**src/srs_defs.svh**
```systemverilog
// Timing counts, reset values and source positions of the reset sequencer
`ifndef SRS_DEFS_SVH
`define SRS_DEFS_SVH

// ****************************************
// Clock
// ****************************************
`define SRS_CLK_PERIOD_NS 100

// ****************************************
// Timing
// ****************************************
`define SRS_POR_DLY_MS 10
`define SRS_POR_DLY_CYC ((`SRS_POR_DLY_MS * 1000000) / `SRS_CLK_PERIOD_NS)
`define SRS_RST_DLY_US 50
`define SRS_RST_DLY_CYC ((`SRS_RST_DLY_US * 1000) / `SRS_CLK_PERIOD_NS)
`define SRS_PIN_LOW_US 15
`define SRS_PIN_LOW_CYC (((`SRS_PIN_LOW_US * 1000) + `SRS_CLK_PERIOD_NS - 1) / `SRS_CLK_PERIOD_NS)
`define SRS_MCD_RESP_NS 625000
`define SRS_MCD_RESP_CYC (`SRS_MCD_RESP_NS / `SRS_CLK_PERIOD_NS)
`define SRS_IDLE_WAKE_CYC 2

// ****************************************
// Reset values
// ****************************************
`define SRS_RESET_VECTOR 16'h0000
`define SRS_PORT_LATCH_RST 1'b1
`define SRS_PORT_OD_RST 1'b1
`define SRS_PORT_PULLUP_RST 1'b1
`define SRS_WDT_EN_RST 1'b1
`define SRS_RETAIN_RST 1'b0

// ****************************************
// Reset source positions
// ****************************************
`define SRS_SRC_POR 0
`define SRS_SRC_PIN 1
`define SRS_SRC_CMP 2
`define SRS_SRC_SW 3
`define SRS_SRC_SUP 4
`define SRS_SRC_WDT 5
`define SRS_SRC_MCD 6
`define SRS_SRC_FLASH 7
`define SRS_SRC_NUM 8

`endif

```
**src/srs_pkg.sv**
```systemverilog
// Types shared by the reset sequencer modules
package srs_pkg;

	// ****************************************
	// Sequencer states
	// ****************************************
	typedef enum logic [2:0] {
		ST_POR_HOLD,
		ST_SRC_HOLD,
		ST_RELEASE,
		ST_RUN,
		ST_IDLE,
		ST_WAKE
	} srs_state_t;

	// ****************************************
	// System clock selection
	// ****************************************
	typedef enum logic [1:0] {
		CLK_INT,
		CLK_HF,
		CLK_LF,
		CLK_EXT
	} srs_clk_t;

endpackage

```
**src/srs_if.sv**
```systemverilog
// Interfaces between the sequencer and its memory and clock detector
`timescale 1ns/1ps

interface srs_ram_if #(parameter int AW = 4, parameter int DW = 8);
	logic we;
	logic [AW-1:0] addr;
	logic [DW-1:0] wdata;
	logic [DW-1:0] rdata;
	modport ctl (output we, output addr, output wdata, input rdata);
	modport mem (input we, input addr, input wdata, output rdata);
endinterface

interface srs_mcd_if;
	logic arm;
	logic edge_seen;
	logic fail;
	modport ctl (output arm, output edge_seen, input fail);
	modport det (input arm, input edge_seen, output fail);
endinterface

```
**src/srs_ram.sv**
```systemverilog
// Data memory whose contents survive every reset
`timescale 1ns/1ps

module srs_ram #(
	parameter int AW = 4,
	parameter int DW = 8
) (
	// Clock and reset
	input wire logic ref_clk,
	input wire logic rst,
	input wire logic clk_en,
	// Memory access
	srs_ram_if.mem bus
);
	logic [DW-1:0] mem_q [0:(1<<AW)-1];
	logic [DW-1:0] rdata_ff;

	// ****************************************
	// Array without reset
	// ****************************************
	always_ff @(posedge ref_clk) begin
		if (clk_en && bus.we) begin
			mem_q[bus.addr] <= bus.wdata;
		end
	end

	// ****************************************
	// Read register
	// ****************************************
	always_ff @(posedge ref_clk or posedge rst) begin
		if (rst) begin
			rdata_ff <= '0;
		end else if (clk_en) begin
			rdata_ff <= mem_q[bus.addr];
		end
	end

	assign bus.rdata = rdata_ff;

endmodule

```
**src/srs_mcd.sv**
```systemverilog
// Missing clock detector
`timescale 1ns/1ps
`include "srs_defs.svh"

module srs_mcd #(
	parameter int RESP_CYC = `SRS_MCD_RESP_CYC
) (
	// Clock and reset
	input wire logic ref_clk,
	input wire logic rst,
	input wire logic clk_en,
	// Detector link
	srs_mcd_if.det mcd
);
	logic [15:0] gap_cnt_ff;
	logic [15:0] nxt_gap_cnt;
	logic fail_ff;
	logic nxt_fail;
	wire logic at_limit;

	// ****************************************
	// Gap counter
	// ****************************************
	assign at_limit = (gap_cnt_ff == 16'(RESP_CYC - 1));
	assign nxt_gap_cnt = (!mcd.arm || mcd.edge_seen) ? 16'h0000 :
		(at_limit ? gap_cnt_ff : gap_cnt_ff + 16'h0001);
	assign nxt_fail = mcd.arm && !mcd.edge_seen && at_limit;

	always_ff @(posedge ref_clk or posedge rst) begin
		if (rst) begin
			gap_cnt_ff <= 16'h0000;
			fail_ff <= 1'b0;
		end else if (clk_en) begin
			gap_cnt_ff <= nxt_gap_cnt;
			fail_ff <= nxt_fail;
		end
	end

	assign mcd.fail = fail_ff;

	a_mcd_fire_time: assert property (@(posedge ref_clk) disable iff (rst || !clk_en)
		(mcd.arm && !mcd.edge_seen && at_limit) |=> mcd.fail)
		else $error("clock loss not flagged at limit");

endmodule

```
**src/srs_top.sv**
```systemverilog
// Reset sequencer: source gathering, hold timing and reset-time state control
`timescale 1ns/1ps
`include "srs_defs.svh"

// Functional notes
// - Any reset halts the core for the whole reset state.
// - Peripheral registers reset; power-on-only bits change only on power-on.
// - Port pins forced to a defined state in reset unless retained.
// - Entering reset disables all interrupts and timers.
// - Reset never touches RAM contents.
// - Port latches default to 1, open-drain, weak pull-ups on.
// - Retention keeps port, converter and reference state except on power-on.
// - Power-on and supply-monitor resets drive the reset pin low; supply resets drive it only when reset_cause records the supply monitor.
// - Leaving reset clears the program counter to address 0x0000.
// - Leaving reset selects the internal oscillator as system clock.
// - Leaving reset enables the watchdog.
// - Eight reset sources are accepted.
// - Power-on reset is held about 10 ms after supply rises.
// - Non-power-on resets release execution about 50 us after source release.
// - Reset pin low for at least 15 us causes a reset.
// - Missing-clock detector flags a system clock that stops or slows.
// - Missing-clock reset follows the last clock edge within bounded time.
// - Idle mode resumes within 2 to 3 cycles after wake-up.
module srs_top
	import srs_pkg::*;
#(
	parameter int PW = 8,
	parameter int AW = 4,
	parameter int POR_CYC = `SRS_POR_DLY_CYC,
	parameter int RST_CYC = `SRS_RST_DLY_CYC,
	parameter int MCD_CYC = `SRS_MCD_RESP_CYC
) (
	// Clock, power-on reset and enable
	input wire logic ref_clk,
	input wire logic rst,
	input wire logic clk_en,
	// Reset sources
	input wire logic external_reset_pin_n_in,
	input wire logic supply_mon_req,
	input wire logic cmp_reset_req,
	input wire logic sw_reset_req,
	input wire logic wdt_reset_req,
	input wire logic flash_err_req,
	input wire logic system_clock_edge,
	// Reset pin drive
	output logic external_reset_pin_n_out,
	output logic external_reset_pin_n_oe_n,
	// Core control
	output logic core_halt,
	output logic periph_reset,
	output logic por_reset,
	output logic irq_disable,
	output logic timer_disable,
	input wire logic core_fetch,
	input wire logic idle_req,
	input wire logic wake_evt,
	output logic [15:0] program_counter,
	output logic [`SRS_SRC_NUM-1:0] reset_cause,
	// Clock and watchdog
	input wire logic clk_sel_wr,
	input wire srs_clk_t clk_sel_wdata,
	output srs_clk_t system_clock_sel,
	input wire logic wdt_disable,
	output logic wdt_enable,
	// Port state and retention
	input wire logic retain_wr,
	input wire logic retain_wdata,
	input wire logic port_cfg_wr,
	input wire logic [PW-1:0] port_latch_wdata,
	input wire logic [PW-1:0] port_od_wdata,
	input wire logic [PW-1:0] port_pullup_wdata,
	output logic [PW-1:0] port_latch,
	output logic [PW-1:0] port_od_mode,
	output logic [PW-1:0] port_pullup_en,
	output logic conv_retain,
	output logic vref_retain,
	// Data memory
	input wire logic ram_we,
	input wire logic [AW-1:0] ram_addr,
	input wire logic [7:0] ram_wdata,
	output logic [7:0] ram_rdata
);

	localparam int CW = 24;

	// ****************************************
	// Helpers
	// ****************************************
	function automatic logic [`SRS_SRC_NUM-1:0] srs_pick(input logic [`SRS_SRC_NUM-1:0] v);
		srs_pick = v & (~v + 8'h01);
	endfunction

	function automatic logic srs_cnt_done(input logic [CW-1:0] cnt, input int lim);
		srs_cnt_done = (cnt >= CW'(lim - 1));
	endfunction

	// ****************************************
	// Declarations
	// ****************************************
	srs_state_t state_ff;
	srs_state_t nxt_state;
	logic [CW-1:0] cnt_ff;
	logic [CW-1:0] nxt_cnt;
	logic pin_s1_ff;
	logic pin_s2_ff;
	logic sup_s1_ff;
	logic sup_s2_ff;
	logic [7:0] pin_low_ff;
	logic [7:0] nxt_pin_low;
	logic [`SRS_SRC_NUM-1:0] cause_ff;
	logic [`SRS_SRC_NUM-1:0] nxt_cause;
	logic [15:0] pc_ff;
	logic [15:0] nxt_pc;
	srs_clk_t clk_sel_ff;
	srs_clk_t nxt_clk_sel;
	logic wdt_en_ff;
	logic nxt_wdt_en;
	logic retain_ff;
	logic nxt_retain;
	logic [PW-1:0] latch_ff;
	logic [PW-1:0] nxt_latch;
	logic [PW-1:0] od_ff;
	logic [PW-1:0] nxt_od;
	logic [PW-1:0] pullup_ff;
	logic [PW-1:0] nxt_pullup;
	logic pin_oe_n_ff;
	logic nxt_pin_oe_n;
	wire logic in_reset;
	wire logic running;
	wire logic pin_driving;
	wire logic pin_req;
	wire logic [`SRS_SRC_NUM-1:0] src_vec;
	wire logic src_any;
	wire logic hold_done;
	wire logic port_force;

	srs_ram_if #(.AW(AW), .DW(8)) ram_bus ();
	srs_mcd_if mcd_bus ();

	// ****************************************
	// Source synchronisers
	// ****************************************
	always_ff @(posedge ref_clk or posedge rst) begin
		if (rst) begin
			pin_s1_ff <= 1'b1;
			pin_s2_ff <= 1'b1;
			sup_s1_ff <= 1'b0;
			sup_s2_ff <= 1'b0;
		end else if (clk_en) begin
			pin_s1_ff <= external_reset_pin_n_in;
			pin_s2_ff <= pin_s1_ff;
			sup_s1_ff <= supply_mon_req;
			sup_s2_ff <= sup_s1_ff;
		end
	end

	// ****************************************
	// Reset pin low-time filter
	// ****************************************
	assign pin_req = (pin_low_ff == 8'(`SRS_PIN_LOW_CYC));
	assign nxt_pin_low = (pin_s2_ff || pin_driving) ? 8'h00 :
		(pin_req ? pin_low_ff : pin_low_ff + 8'h01);

	always_ff @(posedge ref_clk or posedge rst) begin
		if (rst) begin
			pin_low_ff <= 8'h00;
		end else if (clk_en) begin
			pin_low_ff <= nxt_pin_low;
		end
	end

	// ****************************************
	// Source gathering
	// ****************************************
	assign src_vec[`SRS_SRC_POR] = 1'b0;
	assign src_vec[`SRS_SRC_PIN] = pin_req;
	assign src_vec[`SRS_SRC_CMP] = cmp_reset_req;
	assign src_vec[`SRS_SRC_SW] = sw_reset_req;
	assign src_vec[`SRS_SRC_SUP] = sup_s2_ff;
	assign src_vec[`SRS_SRC_WDT] = wdt_reset_req;
	assign src_vec[`SRS_SRC_MCD] = mcd_bus.fail;
	assign src_vec[`SRS_SRC_FLASH] = flash_err_req;
	assign src_any = |src_vec;

	// ****************************************
	// Missing clock detector
	// ****************************************
	assign mcd_bus.arm = (state_ff != ST_POR_HOLD);
	assign mcd_bus.edge_seen = system_clock_edge;

	srs_mcd #(.RESP_CYC(MCD_CYC)) u_mcd (
		.ref_clk(ref_clk),
		.rst(rst),
		.clk_en(clk_en),
		.mcd(mcd_bus.det)
	);

	// ****************************************
	// Sequencer
	// ****************************************
	assign hold_done = (state_ff == ST_POR_HOLD) ? srs_cnt_done(cnt_ff, POR_CYC) :
		(state_ff == ST_RELEASE) ? srs_cnt_done(cnt_ff, RST_CYC) :
		srs_cnt_done(cnt_ff, `SRS_IDLE_WAKE_CYC - 1);

	always_comb begin
		nxt_state = state_ff;
		nxt_cnt = cnt_ff + 24'h000001;
		unique case (state_ff)
			ST_POR_HOLD: begin
				if (sup_s2_ff) begin
					nxt_cnt = '0;
				end else if (hold_done) begin
					nxt_state = ST_RUN;
				end
			end
			ST_SRC_HOLD: begin
				nxt_cnt = '0;
				if (!src_any) begin
					nxt_state = ST_RELEASE;
				end
			end
			ST_RELEASE: begin
				if (src_any) begin
					nxt_state = ST_SRC_HOLD;
				end else if (hold_done) begin
					nxt_state = ST_RUN;
				end
			end
			ST_RUN: begin
				nxt_cnt = '0;
				if (src_any) begin
					nxt_state = ST_SRC_HOLD;
				end else if (idle_req) begin
					nxt_state = ST_IDLE;
				end
			end
			ST_IDLE: begin
				nxt_cnt = '0;
				if (src_any) begin
					nxt_state = ST_SRC_HOLD;
				end else if (wake_evt) begin
					nxt_state = ST_WAKE;
				end
			end
			ST_WAKE: begin
				if (src_any) begin
					nxt_state = ST_SRC_HOLD;
				end else if (hold_done) begin
					nxt_state = ST_RUN;
				end
			end
		endcase
	end

	always_ff @(posedge ref_clk or posedge rst) begin
		if (rst) begin
			state_ff <= ST_POR_HOLD;
			cnt_ff <= '0;
		end else if (clk_en) begin
			state_ff <= nxt_state;
			cnt_ff <= nxt_cnt;
		end
	end

	// ****************************************
	// Reset state decode
	// ****************************************
	assign in_reset = (state_ff == ST_POR_HOLD) || (state_ff == ST_SRC_HOLD) ||
		(state_ff == ST_RELEASE);
	assign running = (state_ff == ST_RUN);
	assign core_halt = !running;
	assign periph_reset = in_reset;
	assign por_reset = (state_ff == ST_POR_HOLD);
	assign irq_disable = in_reset;
	assign timer_disable = in_reset;

	// ****************************************
	// Reset cause
	// ****************************************
	assign nxt_cause = (src_any && (state_ff != ST_SRC_HOLD) && (state_ff != ST_POR_HOLD)) ?
		srs_pick(src_vec) : cause_ff;

	always_ff @(posedge ref_clk or posedge rst) begin
		if (rst) begin
			cause_ff <= 8'h01;
		end else if (clk_en) begin
			cause_ff <= nxt_cause;
		end
	end

	assign reset_cause = cause_ff;

	// ****************************************
	// Reset pin drive
	// ****************************************
	assign pin_driving = !pin_oe_n_ff;
	assign nxt_pin_oe_n = !((nxt_state == ST_POR_HOLD) ||
		((nxt_state == ST_SRC_HOLD || nxt_state == ST_RELEASE) &&
		nxt_cause[`SRS_SRC_SUP]));

	always_ff @(posedge ref_clk or posedge rst) begin
		if (rst) begin
			pin_oe_n_ff <= 1'b0;
		end else if (clk_en) begin
			pin_oe_n_ff <= nxt_pin_oe_n;
		end
	end

	assign external_reset_pin_n_out = 1'b0;
	assign external_reset_pin_n_oe_n = pin_oe_n_ff;

	// ****************************************
	// Program counter, clock select, watchdog
	// ****************************************
	assign nxt_pc = in_reset ? `SRS_RESET_VECTOR :
		((running && core_fetch) ? pc_ff + 16'h0001 : pc_ff);
	assign nxt_clk_sel = in_reset ? CLK_INT :
		((running && clk_sel_wr) ? clk_sel_wdata : clk_sel_ff);
	assign nxt_wdt_en = in_reset ? `SRS_WDT_EN_RST :
		((running && wdt_disable) ? 1'b0 : wdt_en_ff);

	always_ff @(posedge ref_clk or posedge rst) begin
		if (rst) begin
			pc_ff <= `SRS_RESET_VECTOR;
			clk_sel_ff <= CLK_INT;
			wdt_en_ff <= `SRS_WDT_EN_RST;
		end else if (clk_en) begin
			pc_ff <= nxt_pc;
			clk_sel_ff <= nxt_clk_sel;
			wdt_en_ff <= nxt_wdt_en;
		end
	end

	assign program_counter = pc_ff;
	assign system_clock_sel = clk_sel_ff;
	assign wdt_enable = wdt_en_ff;

	// ****************************************
	// Port state and retention
	// ****************************************
	assign nxt_retain = (running && retain_wr) ? retain_wdata : retain_ff;
	assign port_force = (in_reset || src_any) && !retain_ff;
	assign nxt_latch = port_force ? {PW{`SRS_PORT_LATCH_RST}} :
		((running && port_cfg_wr) ? port_latch_wdata : latch_ff);
	assign nxt_od = port_force ? {PW{`SRS_PORT_OD_RST}} :
		((running && port_cfg_wr) ? port_od_wdata : od_ff);
	assign nxt_pullup = port_force ? {PW{`SRS_PORT_PULLUP_RST}} :
		((running && port_cfg_wr) ? port_pullup_wdata : pullup_ff);

	always_ff @(posedge ref_clk or posedge rst) begin
		if (rst) begin
			retain_ff <= `SRS_RETAIN_RST;
			latch_ff <= {PW{`SRS_PORT_LATCH_RST}};
			od_ff <= {PW{`SRS_PORT_OD_RST}};
			pullup_ff <= {PW{`SRS_PORT_PULLUP_RST}};
		end else if (clk_en) begin
			retain_ff <= nxt_retain;
			latch_ff <= nxt_latch;
			od_ff <= nxt_od;
			pullup_ff <= nxt_pullup;
		end
	end

	assign port_latch = latch_ff;
	assign port_od_mode = od_ff;
	assign port_pullup_en = pullup_ff;
	assign conv_retain = retain_ff && !por_reset;
	assign vref_retain = retain_ff && !por_reset;

	// ****************************************
	// Data memory
	// ****************************************
	assign ram_bus.we = ram_we && running;
	assign ram_bus.addr = ram_addr;
	assign ram_bus.wdata = ram_wdata;
	assign ram_rdata = ram_bus.rdata;

	srs_ram #(.AW(AW), .DW(8)) u_ram (
		.ref_clk(ref_clk),
		.rst(rst),
		.clk_en(clk_en),
		.bus(ram_bus.mem)
	);

	// ****************************************
	// Checks
	// ****************************************
	a_src_halts_core: assert property (@(posedge ref_clk) disable iff (rst || !clk_en)
		(running && src_any) |=> core_halt && periph_reset)
		else $error("reset source did not halt core");

	a_ports_default_set: assert property (@(posedge ref_clk) disable iff (rst || !clk_en)
		(in_reset && !retain_ff) |=> (port_latch == {PW{1'b1}}) && (port_od_mode == {PW{1'b1}}))
		else $error("port latches not at default in reset");

	a_ports_kept_retain: assert property (@(posedge ref_clk) disable iff (rst || !clk_en)
		(state_ff == ST_SRC_HOLD && retain_ff) |=> $stable(port_latch))
		else $error("retained port state changed");

	a_pin_drive_sup: assert property (@(posedge ref_clk) disable iff (rst || !clk_en)
		(in_reset && cause_ff[`SRS_SRC_SUP]) |-> !external_reset_pin_n_oe_n)
		else $error("reset pin not driven in supply reset");

	a_exit_state_clean: assert property (@(posedge ref_clk) disable iff (rst || !clk_en)
		($rose(running) && $past(in_reset)) |-> (program_counter == 16'h0000) &&
		(system_clock_sel == CLK_INT) && wdt_enable)
		else $error("state not clean on reset exit");

	a_irq_timer_off: assert property (@(posedge ref_clk) disable iff (rst || !clk_en)
		(running && src_any) |=> irq_disable && timer_disable)
		else $error("interrupts or timers left on in reset");

	a_wake_latency: assert property (@(posedge ref_clk) disable iff (rst || !clk_en)
		(state_ff == ST_IDLE && wake_evt && !src_any) |-> ##[2:3] running)
		else $error("idle wake-up too slow");

	a_release_delay: assert property (@(posedge ref_clk) disable iff (rst || !clk_en)
		(state_ff == ST_RELEASE && running == 1'b0 && !src_any && nxt_state == ST_RUN) |->
		(cnt_ff == CW'(RST_CYC - 1)))
		else $error("release delay wrong");

	a_pin_filter_len: assert property (@(posedge ref_clk) disable iff (rst || !clk_en)
		pin_req |-> (pin_low_ff == 8'(`SRS_PIN_LOW_CYC)))
		else $error("pin request before minimum low time");

endmodule

```
**config.mk**
```make
export PLATFORM = sky130hd
export DESIGN_NAME = srs_top
export DESIGN_NICKNAME = d
export VERILOG_FILES = /design/src/srs_pkg.sv /design/src/srs_if.sv /design/src/srs_ram.sv /design/src/srs_mcd.sv /design/src/srs_top.sv
export VERILOG_INCLUDE_DIRS = /design/src
export SDC_FILE = /design/constraint.sdc
export NUM_CORES = 1
export LEC_CHECK = 0
export BUFFER_PORTS_ARGS = -buffer_cell sky130_fd_sc_hd__buf_2
export CORE_UTILIZATION = 51
export CTS_CLUSTER_SIZE = 28
export DETAILED_ROUTE_END_ITERATION = 6
export GPL_TIMING_DRIVEN = 1
export PLACE_DENSITY = 0.76
export SYNTH_ARGS = -nofsm -noshare
export SYNTH_HDL_FRONTEND = slang
export SYNTH_HIERARCHICAL = 1
export SYNTH_SLANG_ARGS = --single-unit
```
**constraint.sdc**
```tcl
create_clock -name ref_clk -period 3.7 [get_ports ref_clk]
set_input_delay 0.74 -clock ref_clk [delete_from_list [all_inputs] [get_ports ref_clk]]
set_output_delay 0.74 -clock ref_clk [all_outputs]
set_load 0.01 [all_outputs]
```
==> results_dict.tcl <==
set metrics [dict create \
    cellLeakagePower_nw 4.96 \
    synth_edf_count 128 \
    dieArea_um2 21800 \
    utilization 0.609 \
    hp-class "in2async" \
    syn_area_um2 10800 \
    async_reset_ff_frac 0.478 \
    dr_total_vias 7138 \
    crit_fanout 18 \
    start_util 0.528 \
    antenna_found_initial 0 \
    grt_usage 0.209 \
    ctsHoldBuffers 0 \
    fmax_mhz 373 \
    swShare 0.235 \
    wl_per_cell_um 18.2 \
    rsz0062_at_grt "no" \
    yosysTopAreaCellShare 0.355 \
    cts_root_buf "clkbuf_16" \
    p_int_w 0.00484 \
    switching_power_w 0.00149 \
    synthXorXnorAreaFrac 0.0324 \
    drc 0 \
    worst_skew_pair.late_latency_ns 0.52 \
    p_clk_frac 0.414 \
    synthAdderAreaFrac 0.00786 \
    peakVddDrop_v 0.000433 \
    cts-resized-gates 0 \
    synth_compound_area_frac 0.0814 \
    clockBufferDepth 3 \
    p_per_area_nw_per_um2 507 \
    pwr-share-comb 0.094 \
    postPlaceCellArea_um2 11600 \
    overflow 0 \
    synth_simple_gate_area_frac 0.140 \
    yosys.area.top_type "edfxtp_1" \
    dr.pass1.iters 5 \
    ys_types 73 \
    port_buffers 123 \
    yosys_most_used_dff "edfxtp_1" \
    grt_max_degree 49 \
    fin_tns_setup_ns 0 \
    viasPerCell 5.76 \
    antenna_cells 0 \
    path_clk_slew_ns 0.06 \
    ys_ff_latch 245 \
    final_antenna_net_count 0 \
    ys_warn_count 6 \
    synth.top_cells.by_area "edfxtp_1 (36%), dfrtp_1 (21%), dfstp_2 (6.8%)" \
    cap_violations 0 \
    yosysSeqAreaShare 0.629 \
    cp-start-kind "flop" \
    routed_wl_mm 22.6 \
    synth_area_per_cell_um2 13.1 \
    whs_ns 0.233 \
    nFillCells 1591 \
    cp-end-kind "primary output" \
    drtIter0Drc 404 \
    synth_top_family_by_area "simple AND/OR/NAND/NOR gates" \
    max_slew_margin 0.330 \
    rows 52 \
    drive_gt1_frac 0.241 \
    grt_pass1_wl_mm 36.0 \
    dieHeight_um 148 \
    synth_cells 828 \
    die_x_um 148 \
    finalCritPeriodShare 0.724 \
    final_area_um2 12500 \
    numCtsBuffers 26 \
    layout.nets 1012 \
    finalHoldViolations 0 \
    finClkSkew_ns 0.00914 \
    finalCriticalPeriod_ns 2.68 \
    area_growth_pct 15.3 \
    coreArea_um2 20500 \
    htree_levels 1 \
    worstSetupPathType "reg2out" \
    cts_tree "done" \
    multiInputGateArea_um2 3680 \
    status "finished clean" \
    syn_nets 891 \
    cts_setup_buffers 0 \
    critPathArrivalTime_ns 1.94 \
    p_seq_frac 0.492 \
    synth.mux.area_fraction 0.0783 \
    slew_violations 0 \
    clock_sinks 245 \
    io_pins 125 \
    place_congestion 0.871 \
    register_area_um2 6810 \
    grt_pass1_vias 6959 \
    tightest_slew_ns 1.00 \
    worst_ep_required_time_ns 2.96 \
    detailedPlacementHpwl_mm 15.4 \
    setup_viol 0 \
]
[flip-flops by register name, summed over array words and instances (netlist names), 16 cells and up]
| name | cells |
|---|---|
| cnt_ff | 24 |
| u_ram/mem_q | 128 |
| u_mcd/gap_cnt_ff | 16 |
| program_counter | 16 |
[area by class of cell]
type,count,area share
Tap cell,270,0.0271
Clock buffer,34,0.0587
Sequential cell,245,0.546
Inverter,19,0.00582
Multi-Input combinational cell,525,0.295
Timing Repair Buffer,132,0.0558
Clock inverter,14,0.0118
[through the flow]
stage | cells | worst slack, ns | power, W
finish | 1239 | 1.02 | 0.00633
global route | 1239 | 0.805 | 0.00656
CTS | 1239 | 1.02 | 0.00638
detailed placement | 1191 | 0.916 | 0.00376
global placement | 1191 | 0.987 | 0.00375
floorplan | 828 | 0.614 | 0.00355
[worst max-delay path, stage by stage (launching register included)]
cell     delay (ns)
dfrtp_1        0.56
or3_1          0.49
and2_1         0.23
buf_2          0.14
[worst paths after layout]
check | from | depth (start not counted) | to | slack, ns
max in group asynchronous | rst | 3 | program_counter[10] | 2.63
min | rst | 2 | u_ram/bus.rdata[4] | 0.23
min reg2reg | reset_cause[3] | 2 | reset_cause[3] | 0.49
min in group ref_clk | port_od_wdata[4] | 2 | port_od_mode[4] | 0.43
max reg2reg | state_ff[1] | 5 | u_ram/mem_q[8][4] | 1.05
max | state_ff[2] | 3 | conv_retain | 1.02
[cells by family after synthesis]
kind of cell / count (synthesis)
simple gates: 296
flops: 245
compound gates: 119
mux: 62
buf+inv: 58
xor+xnor: 40
fa+ha+maj: 7
other cells: 1
[cell usage in the layout (no fill, tap or decap), types with 17 or more instances in the layout]
cell | synthesis | final
buf_2 | 5 | 123
clkbuf_16 | 0 | 27
dfrtp_1 | 89 | 89
dfstp_2 | 28 | 28
edfxtp_1 | 128 | 128
inv_1 | 19 | 18
mux2i_1 | 40 | 40
nand2_1 | 53 | 53
nand2b_1 | 18 | 18
nand3_1 | 38 | 38
nand4_1 | 17 | 17
nor2_1 | 97 | 97
o22a_1 | 24 | 24
xor2_1 | 28 | 28
[layer usage]
| metal | track usage | vias to the layer above | wire length [um] |
|---|---|---|---|
| met5 | 0 | - | 0 |
| met4 | 0.0660 | 0 | 621 |
| met3 | 0.0327 | 49 | 1240 |
| met2 | 0.354 | 272 | 10900 |
| met1 | 0.278 | 3485 | 9820 |
| li1 | - | 3332 | - |
[power by group through the flow]
| stage | Clock, W | Sequential, W | Combinational (W) |
|---|---|---|---|
| after global routing | 0.00277 | 0.00313 | 0.000658 |
| after floorplan | 0 | 0.00317 | 0.000386 |
| after global placement | 0 | 0.00316 | 0.000585 |
| after detailed placement | 0 | 0.00316 | 0.000599 |
| after CTS | 0.00267 | 0.00311 | 0.000600 |
| final | 0.00262 | 0.00311 | 0.000593 |
[cell usage after synthesis (9+ instances only)]
library cell	instances
nand4_1	17
xnor2_1	12
nor3_1	12
and3_1	11
nand2_1	53
mux4_2	11
o22ai_1	13
edfxtp_1	128
o21ai_0	16
dfrtp_1	89
o22a_1	24
a31oi_1	13
a21oi_1	10
nand3_1	38
dfstp_2	28
nor2_1	97
mux2i_1	40
xor2_1	28
clkbuf_1	17
a22oi_1	9
inv_1	19
and2_1	9
nand2b_1	18
Note: power is estimated with default switching activity, not from simulation.
